**config.mk**
```make
export PLATFORM = sky130hd
export DESIGN_NAME = rtos_top
export DESIGN_NICKNAME = d
export VERILOG_FILES = /design/src/design/rtos_pkg.sv /design/src/design/rtos_osc.sv /design/src/design/rtos_divsel.sv /design/src/design/rtos_top.sv
export VERILOG_INCLUDE_DIRS = /design/src /design/src/design
export SDC_FILE = /design/constraint.sdc
export NUM_CORES = 1
export LEC_CHECK = 0
export ABC_AREA = 0
export BUFFER_PORTS_ARGS = -buffer_cell sky130_fd_sc_hd__buf_2
export CAP_MARGIN = 15
export CORE_ASPECT_RATIO = 1.1
export CORE_UTILIZATION = 40
export DETAILED_ROUTE_END_ITERATION = 10
export PLACE_DENSITY = 0.76
export SYNTH_ARGS = -nofsm -noshare
export SYNTH_HDL_FRONTEND = slang
export SYNTH_SLANG_ARGS = --single-unit
export TNS_END_PERCENT = 5
```
**constraint.sdc**
```tcl
create_clock -name i_clk_sys -period 5.3 [get_ports i_clk_sys]
set_input_delay 0.795 -clock i_clk_sys [delete_from_list [all_inputs] [get_ports i_clk_sys]]
set_output_delay 0.795 -clock i_clk_sys [all_outputs]
set_load 0.1 [all_outputs]
```
**src/design/rtos_defines.svh**
```systemverilog
// Offsets, field positions, reset values and timing counts for output select
`ifndef RTOS_DEFINES_SVH
`define RTOS_DEFINES_SVH
`define RTOS_ADDR_W 4
`define RTOS_OFS_OVR 4'h0
`define RTOS_OFS_MUX 4'h1
`define RTOS_OFS_SD 4'h2
`define RTOS_OFS_DIV 4'h3
`define RTOS_OFS_STAT 4'h4
`define RTOS_OFS_QCLK 4'h5
`define RTOS_OVR_MUX_BIT 5
`define RTOS_OVR_DIV_BIT 2
`define RTOS_OVR_RAWOK_BIT 7
`define RTOS_MUX_LSB 5
`define RTOS_SD_FORCE_BIT 7
`define RTOS_SD_KILL_BIT 6
`define RTOS_DIV_LSB 4
`define RTOS_OVR_RST 8'h00
`define RTOS_MUX_RST 3'h7
`define RTOS_DIV_RST 3'h0
`define RTOS_DIV_MAX 3'h4
`define RTOS_CLK_HZ 125000000
`define RTOS_REF_HZ 10000000
`define RTOS_REF_HALF ((`RTOS_CLK_HZ / `RTOS_REF_HZ) / 2)
`endif

```
**src/design/rtos_pkg.sv**
```systemverilog
// Types shared by the output select block
`default_nettype none
package rtos_pkg;
  typedef enum logic [2:0] {
    RTOS_SRC_RAW = 3'h0,
    RTOS_SRC_RETIMED = 3'h1,
    RTOS_SRC_ICLK = 3'h2,
    RTOS_SRC_QCLK = 3'h3,
    RTOS_SRC_PATTERN = 3'h4,
    RTOS_SRC_REFCLK = 3'h5,
    RTOS_SRC_INVALID = 3'h6,
    RTOS_SRC_MUTE = 3'h7
  } rtos_src_t;
  typedef enum {RTOS_IDLE, RTOS_ACK} rtos_bus_state_t;
endpackage
`default_nettype wire

```
**src/design/rtos_osc.sv**
```systemverilog
// Free-running internal reference clock divider
`default_nettype none
`include "rtos_defines.svh"
module rtos_osc #(
  parameter int HALF = `RTOS_REF_HALF
) (
  input wire logic i_clk_sys, // System clock
  input wire logic i_rst_n, // Async reset
  input wire logic i_ce, // Clock enable
  output logic o_ref // Free-running reference
);
  localparam int CW = (HALF < 2) ? 1 : $clog2(HALF);
  logic [CW-1:0] cnt;
  initial
  begin
    if (HALF < 1) $error("HALF must be at least one");
  end
  always_ff @(posedge i_clk_sys or negedge i_rst_n)
  begin
    if (!i_rst_n)
    begin
      cnt <= '0;
      o_ref <= 1'b0;
    end
    else if (i_ce)
    begin
      if (cnt == CW'(HALF - 1))
      begin
        cnt <= '0;
        o_ref <= ~o_ref;
      end
      else
        cnt <= cnt + 1'b1;
    end
  end
endmodule // rtos_osc
`default_nettype wire

```
**src/design/rtos_divsel.sv**
```systemverilog
// VCO divide ratio selection with override
`default_nettype none
`include "rtos_defines.svh"
module rtos_divsel (
  input wire logic i_clk_sys, // System clock
  input wire logic i_rst_n, // Async reset
  input wire logic i_ce, // Clock enable
  input wire logic i_ovr_en, // Divider override enable
  input wire logic [2:0] i_ovr_code, // Programmed divider code
  input wire logic [2:0] i_auto_code, // Automatic divider code
  output logic [2:0] o_code, // Applied divider code
  output logic [4:0] o_ratio // Applied ratio, one-hot 1..16
);
  wire auto_ok = i_auto_code <= `RTOS_DIV_MAX;
  wire ovr_ok = i_ovr_code <= `RTOS_DIV_MAX;
  // Invalid codes keep the previous divider
  wire take = i_ovr_en ? ovr_ok : auto_ok;
  wire [2:0] next_code = i_ovr_en ? i_ovr_code : i_auto_code;
  always_ff @(posedge i_clk_sys or negedge i_rst_n)
  begin
    if (!i_rst_n)
      o_code <= `RTOS_DIV_RST;
    else if (i_ce && take)
      o_code <= next_code;
  end
  assign o_ratio = 5'(5'h01 << o_code);
endmodule // rtos_divsel
`default_nettype wire

```
**src/design/rtos_top.sv**
```systemverilog
// Per-channel output source select and VCO divider override
// Notes on behaviour
// - No overrides: mute without signal or lock, retimed data once locked; here unlocked with signal applies the selector (reset 7, mute).
// - Selector 7 mute,6 invalid,5 clock,4 pattern,3 Q,2 I,1 retimed,0 raw.
// - Override clear: selector applies only while signal present but unlocked.
// - Override set: selector drives output regardless of lock state; here selector 3 (Q) is muted unless the Q clock register holds 3.
// - Raw output needs override plus re-search disable; then never muted.
// - No signal detected powers down the channel and mutes output.
// - Force bit set, kill bit clear forces signal detect on.
// - Both signal detect bits clear resumes automatic detection.
// - Forced on without signal, data sources pass noise through.
// - Pattern runs at free-run rate, or input rate when locked.
// - Internal clock selectable under override, free-running, unsynchronised.
// - When locked, VCO clocks and pattern follow the input.
// - Automatic divide ratio from bit rate: 1,2,4,8,16.
// - Divider override enable takes ratio from divider field.
// - Divider field 0..4 maps to ratios 1,2,4,8,16.
// - Override register resets to zero; writing zero clears overrides.
//
// Chosen here: the register offsets and register access over Avalon-MM.
`default_nettype none
`include "rtos_defines.svh"
module rtos_top
(
  input wire logic i_clk_sys, // System clock 125 MHz
  input wire logic i_rst_n, // Async reset
  input wire logic i_ce, // Clock enable
  input wire logic [`RTOS_ADDR_W-1:0] i_avs_address, // Word address
  input wire logic i_avs_read, // Read strobe
  input wire logic i_avs_write, // Write strobe
  input wire logic [31:0] i_avs_writedata, // Write data
  input wire logic [3:0] i_avs_byteenable, // Byte enables
  output logic [31:0] o_avs_readdata, // Read data
  output logic o_avs_waitrequest, // Wait request
  output logic [1:0] o_avs_response, // Response code
  input wire logic i_sig_det, // Raw signal detect
  input wire logic i_locked, // CDR lock
  input wire logic i_raw_data, // Equalised unretimed data
  input wire logic i_retimed_data, // Retimed data
  input wire logic i_vco_iclk, // VCO in-phase clock
  input wire logic i_vco_qclk, // VCO quadrature clock
  input wire logic i_pattern, // Pattern generator bit
  input wire logic [2:0] i_auto_div, // Automatic divider code
  output logic o_data, // Channel output
  output logic o_drv_en, // Output driver enable
  output logic o_chan_pwr, // Channel power enable
  output var rtos_pkg::rtos_src_t o_src, // Applied source
  output logic [2:0] o_div_code, // Applied divider code
  output logic [4:0] o_div_ratio // Applied divider ratio
);
  import rtos_pkg::*;

  logic [7:0] ovr_reg;
  logic [2:0] mux_sel;
  logic [1:0] sd_ctl;
  logic [2:0] div_field;
  logic [1:0] qclk_en;
  rtos_bus_state_t bus_state;
  logic ref_clk;

  // Register decode
  wire hit_ovr = i_avs_address == `RTOS_OFS_OVR;
  wire hit_mux = i_avs_address == `RTOS_OFS_MUX;
  wire hit_sd = i_avs_address == `RTOS_OFS_SD;
  wire hit_div = i_avs_address == `RTOS_OFS_DIV;
  wire hit_stat = i_avs_address == `RTOS_OFS_STAT;
  wire hit_qclk = i_avs_address == `RTOS_OFS_QCLK;
  wire mapped = hit_ovr | hit_mux | hit_sd | hit_div | hit_stat | hit_qclk;
  wire req = i_avs_read | i_avs_write;
  wire acc = req && bus_state == RTOS_ACK && i_ce;
  wire wr0 = acc && i_avs_write && i_avs_byteenable[0];

  // Control bits
  wire mux_ovr = ovr_reg[`RTOS_OVR_MUX_BIT];
  wire div_ovr = ovr_reg[`RTOS_OVR_DIV_BIT];
  wire raw_hold = ovr_reg[`RTOS_OVR_RAWOK_BIT];
  wire sd_force = sd_ctl == 2'b10;
  wire sd_auto = sd_ctl == 2'b00;
  wire sd_kill = sd_ctl[0] & ~sd_ctl[1];
  wire sig_ok = sd_force | (sd_auto & i_sig_det) | ((sd_ctl == 2'b11)
    & i_sig_det);

  // Source selection
  wire rtos_src_t sel_src = rtos_src_t'(mux_sel);
  wire rtos_src_t auto_src = !sig_ok ? RTOS_SRC_MUTE
    : i_locked ? RTOS_SRC_RETIMED
    : sel_src;
  wire rtos_src_t pick_src = mux_ovr ? sel_src : auto_src;
  // Raw data in override bypasses power-down only with re-search held off
  wire raw_bypass = mux_ovr && sel_src == RTOS_SRC_RAW && raw_hold;
  wire pwr_on = (sig_ok & ~sd_kill) | raw_bypass;
  wire rtos_src_t next_src = !pwr_on ? RTOS_SRC_MUTE
    : (pick_src == RTOS_SRC_INVALID) ? RTOS_SRC_MUTE
    : (pick_src == RTOS_SRC_QCLK && qclk_en != 2'b11) ? RTOS_SRC_MUTE
    : pick_src;

  function automatic logic src_bit(input rtos_src_t s);
    unique case (s)
      RTOS_SRC_RAW: src_bit = i_raw_data;
      RTOS_SRC_RETIMED: src_bit = i_retimed_data;
      RTOS_SRC_ICLK: src_bit = i_vco_iclk;
      RTOS_SRC_QCLK: src_bit = i_vco_qclk;
      RTOS_SRC_PATTERN: src_bit = i_pattern;
      RTOS_SRC_REFCLK: src_bit = ref_clk;
      RTOS_SRC_INVALID: src_bit = 1'b0;
      RTOS_SRC_MUTE: src_bit = 1'b0;
    endcase
  endfunction

  wire next_data = src_bit(next_src);
  wire [7:0] stat_val = {1'b0, pwr_on, i_locked, sig_ok, 1'b0, o_src};
  wire [7:0] rd_val = hit_ovr ? ovr_reg
    : hit_mux ? {mux_sel, 5'h00}
    : hit_sd ? {sd_ctl, 6'h00}
    : hit_div ? {1'b0, div_field, 4'h0}
    : hit_stat ? stat_val
    : hit_qclk ? {6'h00, qclk_en}
    : 8'h00;

  rtos_osc u_osc (
    .i_clk_sys(i_clk_sys),
    .i_rst_n(i_rst_n),
    .i_ce(i_ce),
    .o_ref(ref_clk)
  );

  rtos_divsel u_div (
    .i_clk_sys(i_clk_sys),
    .i_rst_n(i_rst_n),
    .i_ce(i_ce),
    .i_ovr_en(div_ovr),
    .i_ovr_code(div_field),
    .i_auto_code(i_auto_div),
    .o_code(o_div_code),
    .o_ratio(o_div_ratio)
  );

  // Bus: one wait cycle, then answer
  always_ff @(posedge i_clk_sys or negedge i_rst_n)
  begin
    if (!i_rst_n)
      bus_state <= RTOS_IDLE;
    else if (i_ce)
      bus_state <= (req && bus_state == RTOS_IDLE) ? RTOS_ACK : RTOS_IDLE;
  end

  always_ff @(posedge i_clk_sys or negedge i_rst_n)
  begin
    if (!i_rst_n)
      o_avs_readdata <= 32'h0000_0000;
    else if (i_ce && req && bus_state == RTOS_IDLE)
      o_avs_readdata <= {24'h000000, rd_val};
  end

  always_ff @(posedge i_clk_sys or negedge i_rst_n)
  begin
    if (!i_rst_n)
    begin
      ovr_reg <= `RTOS_OVR_RST;
      mux_sel <= `RTOS_MUX_RST;
      sd_ctl <= 2'b00;
      div_field <= `RTOS_DIV_RST;
      qclk_en <= 2'b00;
    end
    else if (i_ce && wr0)
    begin
      if (hit_ovr)
        ovr_reg <= i_avs_writedata[7:0];
      if (hit_mux)
        mux_sel <= i_avs_writedata[`RTOS_MUX_LSB+:3];
      if (hit_sd)
        sd_ctl <= i_avs_writedata[`RTOS_SD_KILL_BIT+:2];
      if (hit_div)
        div_field <= i_avs_writedata[`RTOS_DIV_LSB+:3];
      if (hit_qclk)
        qclk_en <= i_avs_writedata[1:0];
    end
  end

  always_ff @(posedge i_clk_sys or negedge i_rst_n)
  begin
    if (!i_rst_n)
    begin
      o_src <= RTOS_SRC_MUTE;
      o_data <= 1'b0;
      o_drv_en <= 1'b0;
      o_chan_pwr <= 1'b0;
    end
    else if (i_ce)
    begin
      o_src <= next_src;
      o_data <= next_data;
      o_drv_en <= next_src != RTOS_SRC_MUTE;
      o_chan_pwr <= pwr_on;
    end
  end

  // Frozen clock enable must not let a request appear answered
  assign o_avs_waitrequest = req && (bus_state == RTOS_IDLE || !i_ce);
  assign o_avs_response = (acc && !mapped) ? 2'b11 : 2'b00;
endmodule // rtos_top
`default_nettype wire

```
After elaboration in Yosys (flattened, before gate mapping):

Index checks and enable logic that the tools add are counted.

* output and inout port bits: 49
* register bits after elaboration: 71
* word-level logic and storage cells: 101

* magnitude comparators: 2
* add/subtract/negate cells: 1
* shifts and indexed selects: 1
* reductions and logical operators: 29
* equal/unequal tests: 20
* bitwise gates (word level): 16
* muxes and demuxes: 18

Operator list (count)
* $eq A32 B2 Y1 const B: 1
* $logic_not A32 Y1: 1
* $mux W3: 8
* $mux W8: 3
* $eq A3 B3 Y1 const B: 6
* $logic_and A1 B1 Y1: 14
* $mux W7: 2
* $reduce_and A2 Y1: 6
* $eq A3 B2 Y1 const B: 3
* $or A1 B1 Y1: 9
* $eq A4 B2 Y1 const B: 2
* $eq A4 B3 Y1 const B: 2
* $pmux W1 S7: 1
* $le A3 B3 Y1 const B: 2
* $logic_not A3 Y1: 2
* $shl A1 B3 Y5 const A: 1
* $and A1 B1 Y1: 4
* $eq A2 B2 Y1 const B: 2
* $eq A4 B1 Y1 const B: 1
* $logic_not A4 Y1: 1
* $mux W2: 2
* $add A3 B1 Y3 const B: 1
* $eq A3 B1 Y1 const B: 1
* $ne A3 B3 Y1 const B: 1
* 7 further kinds: 11

Longest topological paths before layout:

Gate-level depths: netlist of run 1.

* word-level depth: 14
* depth in mapped cells: 6
* mapped depth without buffers: 5

Cells and area by module:

From an unflattened synthesis of run 1, not the netlist that was laid out.

* cell total of the unflattened synthesis: 231
* area total of the unflattened synthesis: 2332.2 um^2

Modules (own cells, without submodules)
* rtos_top: cells each 200, times used 1, area an instance 1955.6 um^2
* rtos_divsel: cells each 19, times used 1, area an instance 203.9 um^2
* rtos_osc: cells each 12, times used 1, area an instance 172.7 um^2

Worst setup path before layout of run 1:

No wires, ideal clock.

* kind: input port to output port
* start: input i_avs_address[1]
* end: output o_avs_response[1]
* required time: 4.505 ns
* path buffers: 2
* arrival time: 3.824 ns
* cell stages on the path: 4
* slack: 0.681 ns
* cell sequence: clkbuf_1 a21oi_1 nor3_1 buf_4

* cells in the longest elaborated chain, start to end: 9

Ends and longest elaborated chain
* start, declared: line rtos_top.sv:28 `` input wire logic [`RTOS_ADDR_W-1:0] i_avs_address, ``
* $eq A4 B1 Y1 (no line) or $logic_not A4 Y1 (tied branches)
* $or A1 B1 Y1 (4 in series): line rtos_top.sv:68 `wire mapped = hit_ovr | hit_mux | hit_sd | hit_div | hit_stat | hit_qclk;`
* $or A1 B1 Y1 *: line rtos_top.sv:68
* $logic_not A1 Y1 *: line rtos_top.sv:200 `assign o_avs_response = (acc && !mapped) ? 2'b11 : 2'b00;`
* $logic_and A1 B1 Y1 *: line rtos_top.sv:200
* $mux W2 *: line rtos_top.sv:200
* end, declared: line rtos_top.sv:35 `output logic [1:0] o_avs_response,`

Mark *: on every way between the ends. The rest lies on a longest branch, timed or not.

Worst setup path after layout of run 1:

* start: input i_ce
* end: output o_avs_response[1]

* cells in the longest elaborated chain, start to end: 3

Ends and longest elaborated chain
* start, declared: line rtos_top.sv:27 `input wire logic i_ce,`
* $logic_and A1 B1 Y1: line rtos_top.sv:70 `wire acc = req && bus_state == RTOS_ACK && i_ce;`
* $logic_and A1 B1 Y1: line rtos_top.sv:200
* $mux W2: line rtos_top.sv:200

Every way passes these cells.

==> impl_metrics.json, run 1 <==
{
  "outcome": "completed",
  "dieHeight_um": 82.0,
  "synthAdderAreaFrac": 0,
  "synth_cell_type_count": 52,
  "slew_headroom": 0.321,
  "worst_slack_ns": 2.59,
  "period_share": 0.512,
  "initial_core_util": 0.423,
  "hold_class": "reg -> reg",
  "skew_ns": 0.00284,
  "dp_worst_setup_slack_ns": 2.58,
  "grt_pass1_wl_um": 7940,
  "synth_edf_count": 0,
  "synth_xor_area_frac": 0.00752,
  "wl_per_cell_um": 13.5,
  "min_period_ns": 2.71,
  "yosysMostFrequentCell": "dfrtp_1",
  "die_x_um": 74.7,
  "ir_worst_vdd_mv": 0.139,
  "synth-seq-cells": 40,
  "clk_pin_slew_ns": 0.08,
  "timing.hold.ws_ns": 0.477,
  "cts_sinks": 40,
  "antenna_found_initial": 0,
  "hold_viol_final": 0,
  "cts_buffers": 5,
  "synth_cells": 235,
  "gp_congestion": 0.842,
  "drv_slew": 0,
  "rsz0062_at_grt": "false",
  "regArea_sq_um": 1010,
  "syn2layout_area_growth_pct": 13.5,
  "synth_area_leaders": "dfrtp_1 (37%), mux2_2 (8.7%), buf_4 (8.1%), dfstp_2 (6.8%), nand2_1 (3.2%)",
  "synth_top_family_by_area": "simple AND/OR/NAND/NOR gates",
  "power_density_nw_per_um2": 373,
  "synthSimpleGateAreaFrac": 0.170,
  "fillers": 533,
  "clk-insertion-delay-late_ns": 0.30,
  "clockBufferDepth": 2,
  "crit_required_ns": 4.51,
  "syn_area_sq_um": 2330,
  "total_power_mw": 0.986,
  "crit_type": "in -> out",
  "crit_arrival_ns": 1.92,
  "synth.area.mux_share": 0.117,
  "tns_ns": 0,
  "route.detailed.drc": 0,
  "cp-start-kind": "input port",
  "core_area_sq_um": 5500,
  "finalSetupViolations": 0,
  "portBuffers": 52,
  "synthArstFlopShare": 1.00,
  "grtUsageTotal": 0.171,
  "ctsHoldBuffers": 0,
  "cts_max_level": 2,
  "crit_fanout": 22,
  "synth_compound_area_frac": 0.168,
  "die_area_sq_um": 6130,
  "avgSynthCellArea_sq_um": 9.91,
  "tightest_slew_ns": 1.01,
  "ys_top_cells_by_count": "dfrtp_1 (34), buf_4 (25), nand2_1 (20), mux2_2 (18), o21ai_0 (15)",
  "antennaDiodeCount": 0,
  "io_pins": 104,
  "max_cap_violations": 0,
  "crit_path_end_kind": "primary output",
  "dr.pass1.iters": 4,
  "vias_per_cell": 5.02,
  "fmaxAchievable_mhz": 369,
  "yosysWarnings": 0,
  "grt_max_degree": 41,
  "gr-total-overflow": 0,
  "postCtsSetupRepairBufs": 0,
  "vias": 1807,
  "yosysTopAreaCell": "dfrtp_1",
  "final_util": 0.481,
  "seq_area_frac_synth": 0.433,
  "synth_ff_type": "dfrtp_1",
  "row_count": 28,
  "ant_nets": 0,
  "grt_pass1_vias": 1724,
  "multi_input_area_sq_um": 1170,
  "place.detailed.hpwl_um": 3640,
  "drtIter0Drc": 79,
  "leakage_nw": 1.24,
  "cts_tree": "done",
  "final_nets": 339,
  "cts_root_buf": "clkbuf_8",
  "synth_top_area_frac": 0.365,
  "cts_resized": 0,
  "wirelength_um": 4870,
  "drive_gt1_frac": 0.323
}
worst max-delay path: stages:
cell	delay [ns]
buf_2	0.34
nand2_1	0.09
nor3_1	0.22
buf_2	0.47
cells by family after synthesis:
family | after synthesis
AND/OR/NAND/NOR | 75
AO/OA/AOI/OAI | 54
flip-flops | 40
buffers and inverters | 38
multiplexers | 25
XOR/XNOR | 2
other | 1
where the power goes:
part	switching, mW	total (mW)	leakage (nW)	internal, mW
sequential	0.0387	0.388	0.512	0.350
combinational	0.305	0.385	0.688	0.0802
clock	0.107	0.213	0.0445	0.106
total	0.451	0.986	1.24	0.536
metal layers:
layer / GRT usage / wire length [um] / vias up
li1: - / - / 899
met1: 0.214 / 2270 / 846
met2: 0.290 / 2330 / 54
met3: 0.0282 / 166 / 8
met4: 0.0736 / 104 / 0
met5: 0 / 0 / -
layout by cell type (no fill, tap or decap), types with 2 or more instances in the layout:
cell / instances
conb_1: 24
nand2b_1: 6
a31oi_1: 3
a41oi_1: 2
o21ai_0: 15
mux2_2: 18
nor2b_1: 5
dfrtp_1: 34
dfstp_2: 6
nand2_1: 20
mux2i_1: 7
nor2_1: 13
inv_1: 5
o211ai_1: 2
nor3_1: 8
a21oi_1: 12
a22o_1: 2
clkbuf_8: 6
nor3b_1: 6
buf_2: 52
or4_1: 2
nand3_1: 7
through the flow:
stage,cells,cell area [sq um]
after global routing,360,2640
after floorplan,258,2410
final,360,2640
after CTS,360,2640
after detailed placement,352,2550
after global placement,352,2550
worst paths after layout:
kind | slack (ns) | start | to | cells after the start
max | 2.59 | i_ce | o_avs_response[1] | 4
min | 0.48 | o_avs_readdata[3] | o_avs_readdata[3] | 2
max reg2reg | 3.40 | ovr_reg[5] | o_data | 5
min reg2reg | 0.48 | o_avs_readdata[3] | o_avs_readdata[3] | 2
max in group asynchronous | 4.13 | i_rst_n | qclk_en[0] | 1
min in group asynchronous | 0.61 | i_rst_n | u_div.o_code[0] | 1
cell type report:
type | count | area share
well taps | 75 | 0.0355
clock inverters | 1 | 0.00284
multi-input cells | 180 | 0.442
inverters | 5 | 0.00710
repair buffers | 52 | 0.0984
clock buffers | 7 | 0.0327
flip-flops and latches | 40 | 0.381
Note: power is estimated with default switching activity, not from simulation.
==> run 2, diff against run 1 <==
--- a/config.mk
+++ b/config.mk
@@ -12,7 +12,7 @@
 export CORE_ASPECT_RATIO = 1.1
 export CORE_UTILIZATION = 40
 export DETAILED_ROUTE_END_ITERATION = 10
-export PLACE_DENSITY = 0.76
+export PLACE_DENSITY = 0.78
 export SYNTH_ARGS = -nofsm -noshare
 export SYNTH_HDL_FRONTEND = slang
 export SYNTH_SLANG_ARGS = --single-unit
==> constraint.sdc (replaced) <==
create_clock -name i_clk_sys -period 2.34 [get_ports i_clk_sys]
set_input_delay 0.351 -clock i_clk_sys [delete_from_list [all_inputs] [get_ports i_clk_sys]]
set_output_delay 0.351 -clock i_clk_sys [all_outputs]
set_load 0.1 [all_outputs]
==> run 2 against run 1 <==
Net effect:
- critical path depth grew 1
- critical endpoint is now o_data
- non-clock buffer count up 3
- sequential power is 130% higher
- first-iteration DRC count rose by 86%
- largest power group unchanged
- clock skew increased by 0.0074 ns
- worst setup slack lost 2.2 ns
- wire length increased by 4.4%
- final cell count is 0.83% higher
==> impl_metrics.json, run 2 (synthesis gave the netlist of run 1 again) <==
{
  "outcome": "completed",
  "clockBufferDepth": 2,
  "cp-start-kind": "register",
  "hold_viol_final": 0,
  "critPathMaxStageDelay_ns": 0.49,
  "grtUsageTotal": 0.179,
  "cts_sinks": 40,
  "place_area_sq_um": 2600,
  "dr.pass1.iters": 4,
  "rsz0062_at_grt": "false",
  "min_period_ns": 1.91,
  "crit_fanout": 7,
  "clk-insertion-delay-late_ns": 0.30,
  "io_pins": 104,
  "place.detailed.hpwl_um": 3840,
  "die_area_sq_um": 6130,
  "grt_pass1_wl_um": 8100,
  "fmaxAchievable_mhz": 523,
  "wirelength_um": 5080,
  "cts_root_buf": "clkbuf_8",
  "path_buf_inv": 0,
  "dieHeight_um": 82.0,
  "die_x_um": 74.7,
  "drv_slew": 0,
  "route.detailed.drc": 0,
  "cp_slowest_cell": "a2111oi_4",
  "wl_per_cell_um": 14.0,
  "cts_resized": 0,
  "drive_gt1_frac": 0.344,
  "syn2layout_area_growth_pct": 15.3,
  "cts_buffers": 5,
  "gp_congestion": 0.854,
  "postCtsSetupRepairBufs": 0,
  "slew_headroom": 0.321,
  "gr-total-overflow": 0,
  "crit_required_ns": 2.52,
  "power_density_nw_per_um2": 823,
  "skew_ns": 0.0102,
  "clk_pin_slew_ns": 0.08,
  "total_power_mw": 2.21,
  "row_count": 28,
  "most-common-layout-cells": "buf_2 (52), dfrtp_1 (34), conb_1 (24), nand2_1 (20), mux2_2 (18)",
  "ctsHoldBuffers": 0,
  "crit_type": "reg -> reg",
  "crit_path_end_kind": "register",
  "dp_worst_setup_slack_ns": 0.410,
  "final_nets": 342,
  "final_area_sq_um": 2690,
  "ir_worst_vdd_mv": 0.302,
  "drtIter0Drc": 147,
  "layout_commonest_cell": "buf_2",
  "ant_nets": 0,
  "vias_per_cell": 5.09,
  "core_area_sq_um": 5500,
  "grt_pass1_vias": 1693,
  "tightest_slew_ns": 1.01,
  "antenna_found_initial": 0,
  "antennaDiodeCount": 0,
  "finalSetupViolations": 0,
  "hold_class": "in -> async",
  "grt_max_degree": 41,
  "cts_max_level": 2,
  "worst_slack_ns": 0.427,
  "critPathTopFamily": "compound AO/OA/AOI/OAI gates",
  "cp_cell_sequence": "nor2_1, a2111oi_4, o211a_1, a2111oi_2, o32a_1",
  "period_share": 0.818,
  "final_util": 0.488,
  "initial_core_util": 0.423,
  "leakage_nw": 1.27,
  "vias": 1846,
  "crit_arrival_ns": 2.09,
  "portBuffers": 52,
  "cts_tree": "done",
  "max_cap_violations": 0
}
## run 2: changes by cell type in the layout (fill, tap and decap cells not counted), moves of 2 or more
cell and change:
nor3b_1 -3, nor3b_2 +3, buf_4 +3, nor3_1 -2
## run 2: area by class of cell
cell class / count / area (sq um)
clock inverter: 1 / 5.00
clock buffer: 7 / 76.3
fill: 537 / 2820
timing repair buffer: 55 / 283
inverter: 5 / 18.8
multi-input combinational: 180 / 1200
sequential: 40 / 1010
tap: 75 / 93.8
## run 2: final timing paths
check,start,slack (ns),cells past startpoint,endpoint
max,ovr_reg[5],0.43,5,o_data
min,i_rst_n,0.17,1,o_avs_readdata[2]
max reg2reg,ovr_reg[5],0.43,5,o_data
min reg2reg,o_avs_readdata[3],0.48,2,o_avs_readdata[3]
max in group asynchronous,i_rst_n,1.61,1,ovr_reg[1]
min in group i_clk_sys,i_avs_writedata[3],0.28,2,ovr_reg[3]
## run 2: layer usage
metal	routed length, um	vias up	track usage
li1	-	903	-
met1	2220	884	0.223
met2	2600	54	0.296
met3	194	5	0.0466
met4	70	0	0.0660
met5	0	-	0
## run 2: power by group
part / internal [mW] / switching, mW
Combinational: 0.187 / 0.694
Clock: 0.209 / 0.237
Sequential: 0.792 / 0.0915
Total: 1.19 / 1.02
## run 2: worst reg2reg max path, delay by kind of cell, from the launching register on
kind             cells  cell delay [ns]
AO/OA/AOI/OAI        4             1.19
flip-flops           1             0.48
AND/OR/NAND/NOR      1             0.13
## run 2: metrics by stage
step / hold WS, ns / cells / setup TNS [ns]
2_1_floorplan: 0.0554 / 258 / -1.57
3_3_place_gp: 0.464 / 355 / 0
3_5_place_dp: 0.469 / 355 / 0
4_1_cts: 0.207 / 363 / 0
5_1_grt: 0.249 / 363 / 0
6_report: 0.170 / 363 / 0
